File: config.mk
export PLATFORM = sky130hd
export DESIGN_NAME = wakeup_timer_status_capture
export DESIGN_NICKNAME = d
export VERILOG_FILES = /design/src/design/wakeup_timer_pkg.sv /design/src/design/wakeup_timer_status_capture.sv
export VERILOG_INCLUDE_DIRS = /design/src /design/src/design
export SDC_FILE = /design/constraint.sdc
export NUM_CORES = 1
export LEC_CHECK = 0
export BUFFER_PORTS_ARGS = -buffer_cell sky130_fd_sc_hd__buf_2
export CORE_MARGIN = 5
export CORE_UTILIZATION = 25
export DETAILED_ROUTE_END_ITERATION = 10
export SETUP_SLACK_MARGIN = 0.2
export SLEW_MARGIN = 10
export SYNTH_ARGS = -nofsm -noshare
export SYNTH_HDL_FRONTEND = slang
export SYNTH_SLANG_ARGS = --single-unit
File: constraint.sdc
create_clock -name core_clk_i -period 5.1 [get_ports core_clk_i]
set_input_delay 1.53 -clock core_clk_i [delete_from_list [all_inputs] [get_ports core_clk_i]]
set_output_delay 1.53 -clock core_clk_i [all_outputs]
set_load 0.005 [all_outputs]
File: src/design/wakeup_timer_map.svh
// Register byte addresses, field positions, reset values and timing figures of the wake-up timer
`ifndef WAKEUP_TIMER_MAP_SVH
`define WAKEUP_TIMER_MAP_SVH

// ****************************************************************
// Register byte addresses
// ****************************************************************
`define WT_ADDR_CONTROL       32'h40002500
`define WT_ADDR_ENABLE        32'h40002504
`define WT_ADDR_MATCH_ENABLE  32'h40002528
`define WT_ADDR_FLAG_STATUS   32'h4000252c
`define WT_ADDR_FLAG_CLEAR    32'h40002530
`define WT_ADDR_CAPTURE_LOW   32'h4000253c
`define WT_ADDR_CAPTURE_HIGH  32'h40002540
`define WT_ADDR_COUNT_LOW     32'h40002544
`define WT_ADDR_COUNT_HIGH    32'h40002548
`define WT_ADDR_IRQ_MASK      32'h4000254c

// ****************************************************************
// Field positions
// ****************************************************************
`define WT_ST_MATCH_A   0
`define WT_ST_MATCH_B   1
`define WT_ST_MATCH_C   2
`define WT_ST_ROLL      3
`define WT_ST_CAPTURE   4
`define WT_ST_WAKE      6
`define WT_ST_FREEZE    7
`define WT_ST_EN_SYNC   8
`define WT_CLR_CAPTURE  4
`define WT_CLR_W        5
`define WT_IRQ_W        5
`define WT_CTL_FREE_RUN 0
`define WT_CTL_DOWN     1
`define WT_CTL_FREEZE   3
`define WT_CTL_SEL_LO   4
`define WT_CTL_SEL_HI   5
`define WT_EN_BIT       0
`define WT_MATCH_W      3

// ****************************************************************
// Reset values and timing
// ****************************************************************
`define WT_RESET_WORD   16'h0000
`define WT_CORE_HZ      125000000
`define WT_SLOW_HZ      32768
`define WT_TICK_CYCLES  (`WT_CORE_HZ / `WT_SLOW_HZ)

`endif

File: src/design/wakeup_timer_pkg.sv
// Shared types of the wake-up timer status and capture block
package wakeup_timer_pkg;
    typedef logic [31:0] bus_addr_type;
    typedef logic [15:0] reg_word_type;
    typedef logic [1:0]  event_sel_type;
    typedef enum logic [1:0] {
        COUNT_UP_TYPE   = 2'b01,
        COUNT_DOWN_TYPE = 2'b10
    } count_dir_type;
endpackage : wakeup_timer_pkg

File: src/design/wakeup_timer_status_capture.sv
// Wake-up timer: status flags, flag clearing, count capture and register slave
//
// Summary of operation
// (RULE1) Enable write sets enable-sync pending bit 8; the code sets it only on a write that changes the enable
// (RULE2) Pending bit clears once enable reaches tick
// (RULE3) Status bit 7 shows upper half frozen
// (RULE4) Status bit 6 is the wake-up request
// (RULE5) Event rising edge captures count, sets bit 4
// (RULE6) Upper capture read clears capture flag
// (RULE7) Free-run rollover at all ones or zeros
// (RULE8) Rollover flag cleared only by clear register
// (RULE9) Enabled comparator hits set bits 0 to 2
// (RULE10) Status read clears match flags
// (RULE11) Clear bits 0-3 clear match and rollover
// (RULE12) Clear bits self-clear after timer tick
// (RULE13) Clear bit 4 clears capture flag
// (RULE14) Software writes zero to clear bits 15:5
// (RULE15) Software completes clear write before return
// (RULE16) Capture pair holds low then high half
// (RULE17) Software waits sync idle before reprogramming
// (RULE18) Enable low holds timer in reset
// (RULE19) Snapshot and flag update in same tick
//
// Implementation choice: the address-and-strobe port.
`timescale 1ns/1ps
`default_nettype none
`include "wakeup_timer_map.svh"

module wakeup_timer_status_capture #(
    parameter int unsigned TICK_CYCLES = `WT_TICK_CYCLES,
    parameter int unsigned EVENT_LINES = 4,
    parameter int unsigned SYNC_STAGES = 3
) (
    input  wire logic                          core_clk_i,
    input  wire logic                          rst_n_i,
    input  wire wakeup_timer_pkg::bus_addr_type addr_i,
    input  wire wakeup_timer_pkg::reg_word_type wr_data_i,
    input  wire logic                          wr_i,
    input  wire logic                          rd_i,
    output var  wakeup_timer_pkg::reg_word_type rd_data_o,
    input  wire logic [EVENT_LINES-1:0]        event_lines_i,
    input  wire logic                          match_a_hit_i,
    input  wire logic                          match_b_hit_i,
    input  wire logic                          match_c_hit_i,
    output logic                               wakeup_req_o,
    output logic                               irq_o,
    output logic [31:0]                        count_o
);
    import wakeup_timer_pkg::*;

    localparam int unsigned DIV_W = $clog2(TICK_CYCLES + 1);

    // ****************************************************************
    // Registers and state
    // ****************************************************************
    reg_word_type                  timer_control_reg;
    logic                          timer_enable_reg;
    logic [`WT_MATCH_W-1:0]        match_enable_reg;
    logic [`WT_IRQ_W-1:0]          irq_mask;
    logic [`WT_CLR_W-1:0]          flag_clear_reg;
    logic                          timer_run;
    logic                          en_sync_pending;
    logic                          match_a_flag;
    logic                          match_b_flag;
    logic                          match_c_flag;
    logic                          roll_flag;
    logic                          capture_flag;
    logic                          frozen;
    reg_word_type                  count_upper_half;
    reg_word_type                  capture_lower_half;
    reg_word_type                  capture_upper_half;
    logic [31:0]                   count;
    logic [DIV_W-1:0]              div_count;
    logic                          tick;
    logic                          event_armed;
    logic [SYNC_STAGES-1:0]        event_sync [EVENT_LINES];
    logic                          event_level [EVENT_LINES];
    logic [EVENT_LINES-1:0]        event_rise;

    logic                          wr_control;
    logic                          wr_enable;
    logic                          wr_match_en;
    logic                          wr_clear;
    logic                          wr_mask;
    logic                          rd_status;
    logic                          rd_cap_high;
    logic                          rd_count_low;
    logic                          rd_count_high;
    logic                          free_run;
    logic                          freeze_en;
    count_dir_type                 count_dir;
    event_sel_type                 event_sel;
    logic                          roll_hit;
    reg_word_type                  status_word;
    reg_word_type                  next_rd_data;

    assign wr_control    = wr_i && (addr_i == `WT_ADDR_CONTROL);
    assign wr_enable     = wr_i && (addr_i == `WT_ADDR_ENABLE);
    assign wr_match_en   = wr_i && (addr_i == `WT_ADDR_MATCH_ENABLE);
    assign wr_clear      = wr_i && (addr_i == `WT_ADDR_FLAG_CLEAR);
    assign wr_mask       = wr_i && (addr_i == `WT_ADDR_IRQ_MASK);
    assign rd_status     = rd_i && (addr_i == `WT_ADDR_FLAG_STATUS);
    assign rd_cap_high   = rd_i && (addr_i == `WT_ADDR_CAPTURE_HIGH);
    assign rd_count_low  = rd_i && (addr_i == `WT_ADDR_COUNT_LOW);
    assign rd_count_high = rd_i && (addr_i == `WT_ADDR_COUNT_HIGH);

    assign free_run  = timer_control_reg[`WT_CTL_FREE_RUN];
    assign freeze_en = timer_control_reg[`WT_CTL_FREEZE];
    assign count_dir = timer_control_reg[`WT_CTL_DOWN] ? COUNT_DOWN_TYPE : COUNT_UP_TYPE;
    assign event_sel = timer_control_reg[`WT_CTL_SEL_HI:`WT_CTL_SEL_LO];

    // ****************************************************************
    // Slow timer tick
    // ****************************************************************
    // The 32 kHz domain is modelled as a one-cycle enable; "synchronised
    // into the timer domain" means taken on the next tick.
    always_ff @(posedge core_clk_i or negedge rst_n_i) begin
        if (!rst_n_i) begin
            div_count <= '0;
            tick      <= 1'b0;
        end else if (div_count == DIV_W'(TICK_CYCLES - 1)) begin
            div_count <= '0;
            tick      <= 1'b1;
        end else begin
            div_count <= div_count + DIV_W'(1);
            tick      <= 1'b0;
        end
    end

    // ****************************************************************
    // Event line synchronisers
    // ****************************************************************
    generate
        for (genvar i = 0; i < EVENT_LINES; i++) begin : g_event
            always_ff @(posedge core_clk_i or negedge rst_n_i) begin
                if (!rst_n_i) begin
                    event_sync[i]  <= '0;
                    event_level[i] <= 1'b0;
                end else begin
                    event_sync[i] <= {event_sync[i][SYNC_STAGES-2:0], event_lines_i[i]};
                    // Level moves only once the last two stages agree
                    if (event_sync[i][SYNC_STAGES-1] == event_sync[i][SYNC_STAGES-2]) begin
                        event_level[i] <= event_sync[i][SYNC_STAGES-1];
                    end
                end
            end
            assign event_rise[i] = event_sync[i][SYNC_STAGES-1]
                                   && event_sync[i][SYNC_STAGES-2]
                                   && !event_level[i];
        end
    endgenerate

    // ****************************************************************
    // Configuration registers
    // ****************************************************************
    always_ff @(posedge core_clk_i or negedge rst_n_i) begin
        if (!rst_n_i) begin
            timer_control_reg <= `WT_RESET_WORD;
            match_enable_reg  <= '0;
            irq_mask          <= '0;
        end else begin
            if (wr_control) begin
                timer_control_reg <= wr_data_i;
            end
            if (wr_match_en) begin
                match_enable_reg <= wr_data_i[`WT_MATCH_W-1:0];
            end
            if (wr_mask) begin
                irq_mask <= wr_data_i[`WT_IRQ_W-1:0];
            end
        end
    end

    // ****************************************************************
    // Enable and its synchronisation
    // ****************************************************************
    always_ff @(posedge core_clk_i or negedge rst_n_i) begin
        if (!rst_n_i) begin
            timer_enable_reg <= 1'b0;
            timer_run        <= 1'b0;
            en_sync_pending  <= 1'b0;
        end else begin
            if (wr_enable) begin
                timer_enable_reg <= wr_data_i[`WT_EN_BIT];
            end
            if (tick) begin
                timer_run <= timer_enable_reg;
            end
            // (RULE1) set on enable change
            if (wr_enable && (wr_data_i[`WT_EN_BIT] != timer_enable_reg)) begin
                en_sync_pending <= 1'b1;
            // (RULE2) clear after tick
            end else if (tick) begin
                en_sync_pending <= 1'b0;
            end
        end
    end

    // ****************************************************************
    // Counter
    // ****************************************************************
    assign roll_hit = free_run && timer_run
                      && (((count_dir == COUNT_UP_TYPE) && (&count))
                          || ((count_dir == COUNT_DOWN_TYPE) && (count == '0)));

    always_ff @(posedge core_clk_i or negedge rst_n_i) begin
        if (!rst_n_i) begin
            count <= '0;
        end else if (tick) begin
            // (RULE18) disabled timer held in reset
            if (!timer_run) begin
                count <= '0;
            end else if (!free_run && match_c_hit_i) begin
                count <= '0;
            end else if (count_dir == COUNT_DOWN_TYPE) begin
                count <= count - 32'h00000001;
            end else begin
                count <= count + 32'h00000001;
            end
        end
    end

    // ****************************************************************
    // Freeze of the upper count half
    // ****************************************************************
    // Reading the low half pins the high half, so a two-read fetch of the
    // count cannot tear across a carry.
    always_ff @(posedge core_clk_i or negedge rst_n_i) begin
        if (!rst_n_i) begin
            frozen           <= 1'b0;
            count_upper_half <= `WT_RESET_WORD;
        end else if (!freeze_en) begin
            frozen <= 1'b0;
        // (RULE3) freeze on low read
        end else if (rd_count_low) begin
            frozen           <= 1'b1;
            count_upper_half <= count[31:16];
        end else if (rd_count_high) begin
            frozen <= 1'b0;
        end
    end

    // ****************************************************************
    // Clear register
    // ****************************************************************
    always_ff @(posedge core_clk_i or negedge rst_n_i) begin
        if (!rst_n_i) begin
            flag_clear_reg <= '0;
        end else begin
            // (RULE12) self-clear after tick
            if (tick) begin
                flag_clear_reg <= '0;
            end
            // Upper bits ignored; bits applied on this tick are not re-armed
            if (wr_clear) begin
                flag_clear_reg <= (tick ? '0 : flag_clear_reg) | wr_data_i[`WT_CLR_W-1:0];
            end
        end
    end

    // ****************************************************************
    // Match and rollover flags
    // ****************************************************************
    always_ff @(posedge core_clk_i or negedge rst_n_i) begin
        if (!rst_n_i) begin
            match_a_flag <= 1'b0;
            match_b_flag <= 1'b0;
            match_c_flag <= 1'b0;
        end else begin
            // (RULE10) status read clears
            if (rd_status) begin
                match_a_flag <= 1'b0;
                match_b_flag <= 1'b0;
                match_c_flag <= 1'b0;
            end
            // (RULE11) clear on tick
            if (tick && flag_clear_reg[`WT_ST_MATCH_A]) begin
                match_a_flag <= 1'b0;
            end
            if (tick && flag_clear_reg[`WT_ST_MATCH_B]) begin
                match_b_flag <= 1'b0;
            end
            if (tick && flag_clear_reg[`WT_ST_MATCH_C]) begin
                match_c_flag <= 1'b0;
            end
            // (RULE9) enabled hits set, set wins
            if (match_a_hit_i && match_enable_reg[`WT_ST_MATCH_A]) begin
                match_a_flag <= 1'b1;
            end
            if (match_b_hit_i && match_enable_reg[`WT_ST_MATCH_B]) begin
                match_b_flag <= 1'b1;
            end
            if (match_c_hit_i && match_enable_reg[`WT_ST_MATCH_C]) begin
                match_c_flag <= 1'b1;
            end
        end
    end

    always_ff @(posedge core_clk_i or negedge rst_n_i) begin
        if (!rst_n_i) begin
            roll_flag <= 1'b0;
        end else if (tick) begin
            // (RULE7) set on rollover
            if (roll_hit) begin
                roll_flag <= 1'b1;
            // (RULE8) clear register only
            end else if (flag_clear_reg[`WT_ST_ROLL]) begin
                roll_flag <= 1'b0;
            end
        end
    end

    // ****************************************************************
    // Capture
    // ****************************************************************
    // An edge between ticks is held until the tick, so the count taken is
    // the one of the tick and both halves belong together.
    always_ff @(posedge core_clk_i or negedge rst_n_i) begin
        if (!rst_n_i) begin
            event_armed <= 1'b0;
        end else if (event_rise[event_sel]) begin
            event_armed <= 1'b1;
        end else if (tick) begin
            event_armed <= 1'b0;
        end
    end

    always_ff @(posedge core_clk_i or negedge rst_n_i) begin
        if (!rst_n_i) begin
            capture_flag       <= 1'b0;
            capture_lower_half <= `WT_RESET_WORD;
            capture_upper_half <= `WT_RESET_WORD;
        end else begin
            // (RULE6) high read clears
            if (rd_cap_high) begin
                capture_flag <= 1'b0;
            end
            // (RULE13) clear bit 4
            if (tick && flag_clear_reg[`WT_CLR_CAPTURE]) begin
                capture_flag <= 1'b0;
            end
            // (RULE5) capture and flag
            if (tick && event_armed) begin
                // (RULE19) snapshot with flag
                capture_flag       <= 1'b1;
                // (RULE16) low and high halves
                capture_lower_half <= count[15:0];
                capture_upper_half <= count[31:16];
            end
        end
    end

    // ****************************************************************
    // Status word and read port
    // ****************************************************************
    always_comb begin
        status_word                  = `WT_RESET_WORD;
        status_word[`WT_ST_MATCH_A]  = match_a_flag;
        status_word[`WT_ST_MATCH_B]  = match_b_flag;
        status_word[`WT_ST_MATCH_C]  = match_c_flag;
        status_word[`WT_ST_ROLL]     = roll_flag;
        status_word[`WT_ST_CAPTURE]  = capture_flag;
        status_word[`WT_ST_WAKE]     = wakeup_req_o;
        status_word[`WT_ST_FREEZE]   = frozen && freeze_en;
        status_word[`WT_ST_EN_SYNC]  = en_sync_pending;
    end

    always_comb begin
        next_rd_data = `WT_RESET_WORD;
        if (rd_i) begin
            unique case (addr_i)
                `WT_ADDR_CONTROL:      next_rd_data = timer_control_reg;
                `WT_ADDR_ENABLE:       next_rd_data = {15'h0000, timer_enable_reg};
                `WT_ADDR_MATCH_ENABLE: next_rd_data = {13'h0000, match_enable_reg};
                `WT_ADDR_FLAG_STATUS:  next_rd_data = status_word;
                `WT_ADDR_CAPTURE_LOW:  next_rd_data = capture_lower_half;
                `WT_ADDR_CAPTURE_HIGH: next_rd_data = capture_upper_half;
                `WT_ADDR_COUNT_LOW:    next_rd_data = count[15:0];
                `WT_ADDR_COUNT_HIGH:   next_rd_data = frozen ? count_upper_half : count[31:16];
                `WT_ADDR_IRQ_MASK:     next_rd_data = {11'h000, irq_mask};
                // Clear register is write-only; unmapped reads return zero
                default:               next_rd_data = `WT_RESET_WORD;
            endcase
        end
    end

    always_ff @(posedge core_clk_i or negedge rst_n_i) begin
        if (!rst_n_i) begin
            rd_data_o <= `WT_RESET_WORD;
        end else begin
            rd_data_o <= next_rd_data;
        end
    end

    // ****************************************************************
    // Outputs
    // ****************************************************************
    always_ff @(posedge core_clk_i or negedge rst_n_i) begin
        if (!rst_n_i) begin
            wakeup_req_o <= 1'b0;
            irq_o        <= 1'b0;
            count_o      <= '0;
        end else begin
            // (RULE4) wake request while any flag set
            wakeup_req_o <= match_a_flag || match_b_flag || match_c_flag
                            || roll_flag || capture_flag || en_sync_pending;
            irq_o        <= |(status_word[`WT_IRQ_W-1:0] & irq_mask);
            count_o      <= count;
        end
    end

endmodule : wakeup_timer_status_capture
`default_nettype wire

# Word-level counts from Yosys, hierarchy flattened
# Index checks and enable logic that the tools add are counted.
totals:
  word_cells: 143
  n_memories: 0
  ramBits: 0
  latchBits: 0
  in_bits: 59
  out_inout_bits: 50
  ff_bits: 198
  mem_bits_ro: 0
classes:
  n_mux: 31
  reduce_logical: 55
  div_mod_pow: 0
  bitwise: 2
  add_sub_neg: 3
  n_shift: 0
  order_cmp: 1
  mul: 0
  eq_ne: 19
op_table:
  columns: ["op", "n"]
  rows:
  - ["32-bit by 31-bit == test with 1-bit output (second input constant)", 10]
  - ["16-bit one-hot mux with 9 select lines", 1]
  - ["32-bit two-way mux", 3]
  - ["32-bit by 1-bit adder with 32-bit output (second input constant)", 1]
  - ["1-bit logical AND", 32]
  - ["32-bit zero test", 1]
  - ["16-bit two-way mux", 2]
  - ["32-bit AND reduction", 1]
  - ["32-bit by 1-bit subtractor with 32-bit output (second input constant)", 1]
  - ["1-bit two-way mux", 20]
  - ["12-bit by 1-bit adder with 12-bit output (second input constant)", 1]
  - ["12-bit == test (second input constant)", 1]
  - ["12-bit two-way mux", 1]
  - ["3-bit nonzero test", 4]
  - ["5-bit two-way mux", 2]
  - ["1-bit logical OR", 6]
  - ["2-bit nonzero test", 3]
  - ["5-bit AND", 1]
  - ["1-bit zero test", 5]
  - ["5-bit bitwise OR", 1]
  - ["5-bit OR reduction", 1]
  - ["1-bit == test", 4]
  - ["2-bit AND reduction", 2]
  - ["2-bit by 3-bit less-than comparator with 1-bit output (second input constant)", 1]
  - ["6 further kinds", 6]

# Longest topological paths before layout
# Gate-level depths: netlist (run 1).
logic_depth:
  depth_word: 7
  depth_mapped: 11
  depth_no_buf: 11

# Least setup slack after synthesis (run 1)
# No wires, ideal clock.
synth_path:
  kind: "in2reg"
  start: "in addr_i[12]"
  end: "reg timer_control_reg[10]"
  path_stages: 8
  t_arrival_ns: 3.242
  path_slack_ns: 1.731
  cell_sequence: "nor4b_1 > nand4_1 > nor3_1 > nand3_1 > nor2_2 > nand2_2 > buf_4 > mux2_1"
synth_via:
  elab_chain_cells: 2
synth_lines:
  columns: ["item", "line", "rtl"]
  rows:
  - ["from (decl)", "wakeup_timer_status_capture.sv:36", "input wire wakeup_timer_pkg::bus_addr_type addr_i,"]
  - ["32-bit by 31-bit == test with 1-bit output", null, null]
  - ["1-bit logical AND", "wakeup_timer_status_capture.sv:97", "assign wr_control = wr_i && (addr_i == `WT_ADDR_CONTROL);"]
  - ["to (signal assigned)", "wakeup_timer_status_capture.sv:158", "timer_control_reg <= `WT_RESET_WORD;"]
  - ["to (signal assigned)", "wakeup_timer_status_capture.sv:163", "timer_control_reg <= wr_data_i;"]
  - ["to (decl)", "wakeup_timer_status_capture.sv:56", "reg_word_type timer_control_reg;"]
# No other way between the ends.
# A chain may end at the register's enable or synchronous reset.

# Worst setup path in the final report (run 1)
layout_path:
  start: "in addr_i[1]"
  end: "reg timer_control_reg[11]"
# Same word-level chain as after synthesis.

==> impl_metrics.csv, run 1 <==
group,metric,value,unit
status,status,"finished clean",
pwr,p_sw_share,24.16,%
synthesis,syn-num-nets,979,
detailed_routing,route.detailed.drc,0,
synthesis,yosysSeqAreaShare,52.98,%
global_route,grt_max_degree,87,
detailed_routing,via_count,7217,
sta,hold_slack,0.3524,ns
synthesis,syn-cell-area,9351,um^2
pwr,peakVddDrop,0.0002121,V
setup_path,cp-end-kind,"flop",
pwr,power.switching,0.7241,mW
pwr,seqPwrFrac,52.8,%
synthesis,synth_largest_area_cell,"dfrtp_1",
final_layout,reg_top3,"count (32), count_o (32)",
sta,worstMarginPinSlew,0.9705,ns
clock_network,clk_pin_slew,0.07,ns
setup_path,crit_cells,8,
setup_path,path_buf_inv,1,
pwr,powerDensity,272.5,nW/um^2
setup_path,crit_chain,"buf_2, nor4b_1, nand4_1, nor3_1, nand3_1, nor2_2, nand2_2, mux2_1",
synthesis,synth_top_area_share,52.98,%
sta,max_slew_margin,35.30,%
pwr,power_frac_comb,2.7,%
final_layout,fin_util,29.89,%
final_layout,layout_commonest_cell,"dfrtp_1",
clock_network,cts-root-buf,"clkbuf_16",
final_layout,syn2layout_area_growth,17.59,%
global_route,grt_overflow,0,
clock_network,cts_max_level,4,
clock_network,cts_setup_buffers,0,
sta,timing.final.hold_violations,0,
floorplan,die_y,203.4,um
setup_path,worstSetupPathType,"input pin to flop",
placed_design,post-dp-hpwl,19.05,mm
floorplan,core,36790,um^2
placed_design,place_congestion,0.8645,
setup_path,worstPathRequired,5.41,ns
detailed_routing,viasPerCell,4.930,
pwr,p_clk_share,44.5,%
detailed_routing,dr.pass1.iters,5,
detailed_routing,routedWlPerCell,17.76,um
setup_path,cpMaxStageDelayCell,"nor2_2",
clock_network,clk_path_buf_depth,2,
floorplan,fp-row-count,70,
global_route,grt_pass1_wl,41.58,mm
global_route,grt_util_all_layers,12.56,%
setup_path,critPathArrivalTime,4.04,ns
detailed_routing,routed_wl,26.00,mm
pwr,internal_power,2.273,mW
setup_path,ff2ff_setup_slack,1.72,ns
floorplan,die_w,203.4,um
sta,grt_setup_unrepaired,"false",
floorplan,floorplan.die_area,41370,um^2
synthesis,netlist_instances,883,
synthesis,async_reset_ff_share,100.0,%
min_path,hold_depth,0,
setup_path,start_kind,"input pin",
setup_path,reg2regPathDepth,11,
global_route,first_global_vias,7211,
floorplan,boundaryPins,109,
pwr,p_leak,4.949,nW
sta,setup_tns,0,ns
setup_path,r2r_start,"timer_control_reg[1]",
setup_path,cpPeakStageDelay,0.56,ns
sta,finalSetupViolCount,0,
synthesis,yosysWarnings,0,
final_layout,multiInputGateArea,4070,um^2
global_route,antenna_found_initial,0,
clock_network,ctsResizeCount,0,
final_layout,fill_cells,3804,
setup_path,r2r_end,"count[30]",
final_layout,drive_gt1_share,17.87,%
synthesis,synth.distinct_cells,69,
sta,period_share,73.15,%
synthesis,synth_edf_count,0,
final_layout,nets,1079,
final_layout,diodes,0,
run,max_cap_violations,0,
placed_design,port_buffers,108,
sta,period_needed,3.730,ns
min_path,hp-class,"flop to flop",
synthesis,ys.flop_type,"dfrtp_1",
clock_network,cts-buffers-inserted,17,
clock_network,clock_latency,0.44,ns
sta,slew_viol_final,0,
setup_path,path_max_fanout,16,
clock_network,clock_sinks,198,
sta,finClkSkew,0.008739,ns
floorplan,initial_utilization,25.42,%
synthesis,synth_area_per_cell,10.59,um^2
setup_path,crit_path_end,"timer_control_reg[11]",
final_layout,seqCellArea,4955,um^2
setup_path,cp_top_family,"simple AND/OR/NAND/NOR gates",
synthesis,ys_seq_elements,198,
synthesis,synth_area_leaders,"dfrtp_1, ha_1, nand2_1",
pwr,finalPower,2.997,mW
sta,fmax,0.2681,GHz
clock_network,ctsHoldBuffers,0,
final_layout,final_cell_mix,"dfrtp_1, nand2_1, buf_2, o21ai_0, inv_1",
setup_path,startpoint,"addr_i[1]",
detailed_routing,drt_iter0_markers,745,
clock_network,cts_tree,"built",
detailed_routing,ant_nets,0,
## power by group through the flow
stage | Combinational, mW | Sequential (mW) | Clock, mW
final | 0.0796 | 1.58 | 1.33
after global routing | 0.0922 | 1.58 | 1.44
after CTS | 0.0826 | 1.58 | 1.37
after detailed placement | 0.0822 | 1.61 | 0
after global placement | 0.0811 | 1.61 | 0
after floorplan | 0.0168 | 1.61 | 0
## how the worst min path moves through the flow
stage             startpoint        endpoint  slack, ns
2_1_floorplan  event_sync[9]  event_sync[10]       0.33
3_3_place_gp   event_sync[3]   event_sync[4]       0.33
3_5_place_dp   event_sync[3]   event_sync[4]       0.34
4_1_cts        event_sync[3]   event_sync[4]       0.35
5_1_grt        event_sync[0]   event_sync[1]       0.36
6_report       event_sync[0]   event_sync[1]       0.35
## cell type report
type,count,area share (%)
Multi-Input combinational cell,603,37.01
Clock buffer,19,4.028
Clock inverter,13,1.286
Tap cell,468,5.325
Sequential cell,198,45.06
Timing Repair Buffer,117,5.723
Inverter,46,1.570
## through the flow
| stage | cells | worst slack (ns) | area [um^2] |
|---|---|---|---|
| finish | 1464 | 1.370 | 11000 |
| global route | 1464 | 1.157 | 11000 |
| CTS | 1464 | 1.375 | 10990 |
| detailed placement | 1432 | 0.9308 | 10400 |
| global placement | 1432 | 0.9570 | 10400 |
| floorplan | 883 | 1.731 | 9351 |
## kinds of logic (layout without fill, tap and decap cells)
| logic type | count (synthesis) | in the layout | share of synthesized area [%] |
|---|---|---|---|
| buf+inv | 82 | 195 | 3.586 |
| simple gates | 243 | 243 | 12.66 |
| fa+ha+maj | 37 | 37 | 5.031 |
| compound gates | 246 | 246 | 17.53 |
| flops | 198 | 198 | 52.98 |
| mux | 39 | 39 | 4.656 |
| xor+xnor | 38 | 38 | 3.559 |
## metal layers
metal  vias to the layer above  routed length, um  share of wire [%]  track usage (%)
met4                         0                182               0.70            2.578
met5                         -                  0                  0                0
met3                        13               1252                4.8            1.956
met1                      3599              12600                 48            18.24
li1                       3409                  -                  -                -
met2                       196              11960                 46            19.96
## synth_stat cells (3+ instances only)
| cell | number |
|---|---|
| or3_1 | 3 |
| nor4b_1 | 4 |
| xnor2_1 | 25 |
| a31oi_1 | 8 |
| o32ai_1 | 3 |
| a32o_1 | 3 |
| nor3b_1 | 3 |
| buf_2 | 4 |
| o22ai_1 | 27 |
| nand2_1 | 108 |
| nand3_1 | 18 |
| nand2b_1 | 6 |
| mux2_1 | 24 |
| mux2i_1 | 3 |
| o21ai_1 | 20 |
| a211oi_1 | 4 |
| a21o_1 | 12 |
| o21a_1 | 8 |
| nor3_1 | 8 |
| a222oi_1 | 16 |
| xor2_1 | 13 |
| a22oi_1 | 19 |
| ha_1 | 36 |
| dfrtp_1 | 198 |
| o21ai_0 | 62 |
| and4_1 | 3 |
| nand4_1 | 13 |
| a21oi_1 | 39 |
| clkbuf_1 | 28 |
| nor2b_1 | 7 |
| inv_1 | 46 |
| mux2_2 | 12 |
| a22o_1 | 3 |
| and2_1 | 3 |
| a221oi_1 | 3 |
| nor2_1 | 33 |
| nor4_1 | 17 |
| and3_1 | 5 |
Power figures use the tool's default switching activity.
==> run 2, diff against run 1 <==
Clock period 5.1 ns to 3.7 ns, I/O delays scaled along.
==> impl_metrics.csv, run 2 (synthesis gave the netlist of run 1 again) <==
group,metric,value,unit
global_route,first_global_vias,7229,
min_path,hp-start,"event_sync[0]",
global_route,grt_pass1_wl,41.77,mm
setup_path,path_max_fanout,22,
min_path,hp-class,"flop to flop",
setup_path,ff2ff_setup_slack,0.53,ns
clock_network,ctsResizeCount,0,
setup_path,worstPathRequired,4.01,ns
global_route,grt_util_all_layers,12.74,%
setup_path,reg2regPathDepth,12,
detailed_routing,routed_wl,26.30,mm
sta,grt_setup_unrepaired,"false",
sta,period_needed,3.168,ns
pwr,peakVddDrop,0.0002868,V
detailed_routing,dr.pass1.iters,7,
clock_network,cts-buffers-inserted,17,
run,max_cap_violations,0,
final_layout,syn2layout_area_growth,18.32,%
global_route,grt_overflow,0,
pwr,p_leak,4.996,nW
setup_path,cp-end-kind,"flop",
sta,setup_ws,0.5321,ns
sta,worstMarginPinSlew,1.110,ns
sta,finalSetupViolCount,0,
floorplan,boundaryPins,109,
final_layout,fill_cells,3818,
clock_network,clock_latency,0.44,ns
final_layout,drive_gt1_share,18.33,%
placed_design,port_buffers,108,
sta,timing.final.hold_violations,0,
setup_path,r2r_start,"timer_control_reg[1]",
floorplan,fp-row-count,70,
detailed_routing,route.detailed.drc,0,
clock_network,clk_path_buf_depth,2,
pwr,powerDensity,377.0,nW/um^2
clock_network,clock_sinks,198,
clock_network,cts_setup_buffers,0,
status,status,"finished clean",
setup_path,worstSetupPathType,"flop to flop",
sta,setup_tns,0,ns
sta,slew_viol_final,0,
final_layout,final_cell_mix,"dfrtp_1, nand2_1, buf_2, o21ai_0, inv_1",
clock_network,cts_max_level,4,
min_path,whs_endpoint,"event_sync[1]",
final_layout,diodes,0,
global_route,grt_max_degree,79,
floorplan,floorplan.die_area,41370,um^2
detailed_routing,viasPerCell,4.893,
clock_network,cts-root-buf,"clkbuf_16",
detailed_routing,via_count,7203,
clock_network,cts_tree,"built",
floorplan,core,36790,um^2
global_route,antenna_found_initial,0,
setup_path,critPathArrivalTime,3.48,ns
min_path,hold_depth,0,
sta,fmax,0.3157,GHz
final_layout,reg_top3,"count (32), count_o (32)",
detailed_routing,ant_nets,0,
placed_design,pre_cts_slack,0.3711,ns
sta,period_share,85.62,%
setup_path,r2r_end,"count[25]",
setup_path,start_kind,"flop",
placed_design,place_congestion,0.8537,
final_layout,nets,1087,
clock_network,clk_pin_slew,0.08,ns
detailed_routing,drt_iter0_markers,570,
detailed_routing,routedWlPerCell,17.87,um
floorplan,die_y,203.4,um
placed_design,post-dp-hpwl,19.48,mm
floorplan,die_w,203.4,um
sta,finClkSkew,0.009712,ns
final_layout,layout_commonest_cell,"dfrtp_1",
floorplan,initial_utilization,25.42,%
sta,max_slew_margin,25.43,%
clock_network,ctsHoldBuffers,0,
==> run 2: critical path: stages, from the launching register on <==
cell	delay [ns]
dfrtp_1	0.42
buf_4	0.33
buf_4	0.24
ha_1	0.29
a21oi_1	0.14
o21ai_1	0.10
or3_1	0.36
nor3_1	0.26
o21ai_1	0.22
a21o_1	0.21
a21oi_1	0.17
xor2_1	0.20
o22ai_1	0.09
==> run 2: per-stage QoR <==
stage	power (mW)	util (%)	hold slack, ns	std cells	cell area, um^2
finish	4.172	30.08	0.3512	1472	11060
floorplan	2.246	-	0.3312	883	9351
global placement	2.338	28.48	0.3340	1440	10480
global route	4.319	30.08	0.3565	1472	11060
detailed placement	2.342	28.48	0.3347	1440	10480
CTS	4.220	30.08	0.3526	1472	11060
==> run 2: cell type report <==
cell class	count	area (um^2)	share of cell area, %
Clock buffer	20	456.7	4.128
Clock inverter	12	131.4	1.187
Inverter	46	172.7	1.561
Multi-Input combinational cell	603	4061	36.71
Sequential cell	198	4955	44.78
Tap cell	468	585.6	5.292
Timing Repair Buffer	125	701.9	6.344
==> run 2: how the worst max path moves through the flow <==
stage	slack (ns)	endpoint	cells after the start	start
detailed placement	0.37	timer_control_reg[0]	8	addr_i[1]
floorplan	0.39	count[30]	11	timer_control_reg[1]
global placement	0.50	timer_control_reg[1]	8	addr_i[1]
finish	0.53	count[25]	12	timer_control_reg[1]
CTS	0.57	count[25]	12	timer_control_reg[1]
global route	0.20	count[31]	11	timer_control_reg[1]
==> run 2: per-layer routing <==
layer	routed length, um	track usage [%]
met1	12840	18.95
met2	11560	19.20
met3	1443	2.147
met4	461	3.445
met5	0	0
==> run 2: where the power goes <==
group	internal, mW	switching, mW	total, mW
sequential	2.18	0.00614	2.18
clock	0.991	0.887	1.88
combinational	0.0409	0.0709	0.112
==> run 3, diff against run 2 <==
Settings changed: CORE_UTILIZATION 25 to 59, PLACE_DENSITY set to 0.81.
==> impl_metrics.csv, run 3 (synthesis gave the netlist of run 1 again) <==
group,metric,value,unit
status,status,"finished clean",
clock_network,cts_max_level,4,
floorplan,floorplan.die_area,18470,um^2
global_route,antenna_found_initial,0,
sta,setup_ws,0.4115,ns
global_route,grt_max_degree,82,
final_layout,reg_top3,"count (32), count_o (32)",
global_route,first_global_vias,7175,
detailed_routing,ant_nets,0,
min_path,hp-class,"flop to flop",
setup_path,cpPeakStageDelay,0.41,ns
sta,period_needed,3.288,ns
clock_network,clock_latency,0.44,ns
sta,period_share,88.88,%
sta,grt_setup_unrepaired,"false",
floorplan,initial_utilization,59.52,%
setup_path,crit_chain,"buf_4, ha_1, a21oi_1, o21ai_0, or3_1, nor3_1, o21ai_1, a211oi_1, xnor2_1, nand3_1, o311ai_1",
floorplan,die_w,135.9,um
min_path,hold_depth,0,
setup_path,r2r_start,"timer_control_reg[1]",
detailed_routing,route.detailed.drc,0,
clock_network,ctsHoldBuffers,0,
setup_path,cp-end-kind,"flop",
sta,finalSetupViolCount,0,
clock_network,cts_tree,"built",
sta,timing.final.hold_violations,0,
final_layout,layout_commonest_cell,"dfrtp_1",
detailed_routing,drt_iter0_markers,900,
clock_network,cts_setup_buffers,0,
sta,worstMarginPinSlew,1.142,ns
clock_network,clk_path_buf_depth,2,
run,max_cap_violations,0,
global_route,grt_pass1_wl,36.78,mm
final_layout,final_cell_mix,"dfrtp_1, nand2_1, buf_2, o21ai_0, inv_1",
detailed_routing,viasPerCell,6.091,
detailed_routing,routed_wl,23.02,mm
sta,finClkSkew,0.01197,ns
detailed_routing,dr.pass1.iters,7,
clock_network,clk_pin_slew,0.08,ns
min_path,hp-start,"event_sync[0]",
floorplan,core,15710,um^2
clock_network,cts-root-buf,"clkbuf_16",
final_layout,fin_util,68.14,%
placed_design,post-dp-hpwl,16.02,mm
sta,setup_tns,0,ns
clock_network,cts-buffers-inserted,17,
floorplan,boundaryPins,109,
clock_network,clock_sinks,198,
setup_path,startpoint,"timer_control_reg[1]",
setup_path,reg2regPathDepth,11,
setup_path,worstSetupPathType,"flop to flop",
setup_path,cpMaxStageDelayCell,"dfrtp_1",
final_layout,syn2layout_area_growth,14.49,%
detailed_routing,routedWlPerCell,18.87,um
sta,max_slew_margin,23.27,%
pwr,powerDensity,374.6,nW/um^2
pwr,peakVddDrop,0.0003107,V
placed_design,port_buffers,108,
setup_path,path_max_fanout,30,
final_layout,drive_gt1_share,18.43,%
sta,slew_viol_final,0,
clock_network,ctsResizeCount,0,
placed_design,pre_cts_slack,0.3644,ns
setup_path,critPathArrivalTime,3.62,ns
detailed_routing,via_count,7431,
setup_path,worstPathRequired,4.03,ns
sta,fmax,0.3041,GHz
pwr,p_leak,4.980,nW
floorplan,fp-row-count,46,
setup_path,start_kind,"flop",
floorplan,die_y,135.9,um
placed_design,place_congestion,0.9439,
final_layout,nets,1087,
global_route,grt_util_all_layers,25.44,%
final_layout,diodes,0,
global_route,grt_overflow,0,
==> run 3: cell count changes in the layout (fill, tap and decap cells not counted), sizes merged <==
cell	previous run	this run
inv	54	52
clkinvlp	2	1
clkbuf	21	18
bufinv	1	0
clkinv	1	8
==> run 3: power by group <==
| group | internal (mW) | leakage, nW | switching, mW |
|---|---|---|---|
| Sequential | 2.18 | 2.34 | 0.00613 |
| Clock | 0.876 | 0.272 | 0.845 |
| Combinational | 0.0407 | 2.36 | 0.0665 |
==> run 3: layout make-up <==
cell class              instances  area (um^2)
clock buffers                  17        425.4
clock inverters                15        120.1
fillers                      1203         5006
inverters                      46        172.7
multi-input cells             603         4061
flip-flops and latches        198         4955
well taps                     216        270.3
repair buffers                125        701.9
==> run 3: layer usage <==
layer	vias to the layer above	GRT usage (%)	routed length, um	part of all wire (%)
li1	3443	-	-	-
met1	3635	36.63	10040	44
met2	315	38.66	10570	46
met3	38	5.811	1986	8.6
met4	0	8.231	424	1.8
met5	-	0	0	0
==> run 3: stage by stage <==
stage | cell area [um^2] | std cells | power, mW | hold WS, ns
3_3_place_gp | 10160 | 1188 | 2.332 | 0.3321
3_5_place_dp | 10160 | 1188 | 2.334 | 0.3371
5_1_grt | 10710 | 1220 | 4.155 | 0.3697
6_report | 10710 | 1220 | 4.010 | 0.3499
2_1_floorplan | 9351 | 883 | 2.246 | 0.3312
4_1_cts | 10710 | 1220 | 4.041 | 0.3549
==> run 3: worst paths after layout <==
check,end,slack [ns]
worst max-delay path,count[31],0.41
worst min-delay path,event_sync[1],0.35
worst max register to register,count[31],0.41
worst min register to register,event_sync[1],0.35
max in group asynchronous,capture_lower_half[4],2.21
min in group asynchronous,match_enable_reg[2],0.70
==> run 3: worst max-delay path: cells and delay by family (launching register included) <==
kind / cells / cell delay (ns)
AO/OA/AOI/OAI: 5 / 1.09
buffers and inverters: 1 / 0.38
AND/OR/NAND/NOR: 3 / 0.71
XOR/XNOR: 1 / 0.19
adder cells (fa/ha/maj): 1 / 0.39
flip-flops: 1 / 0.41
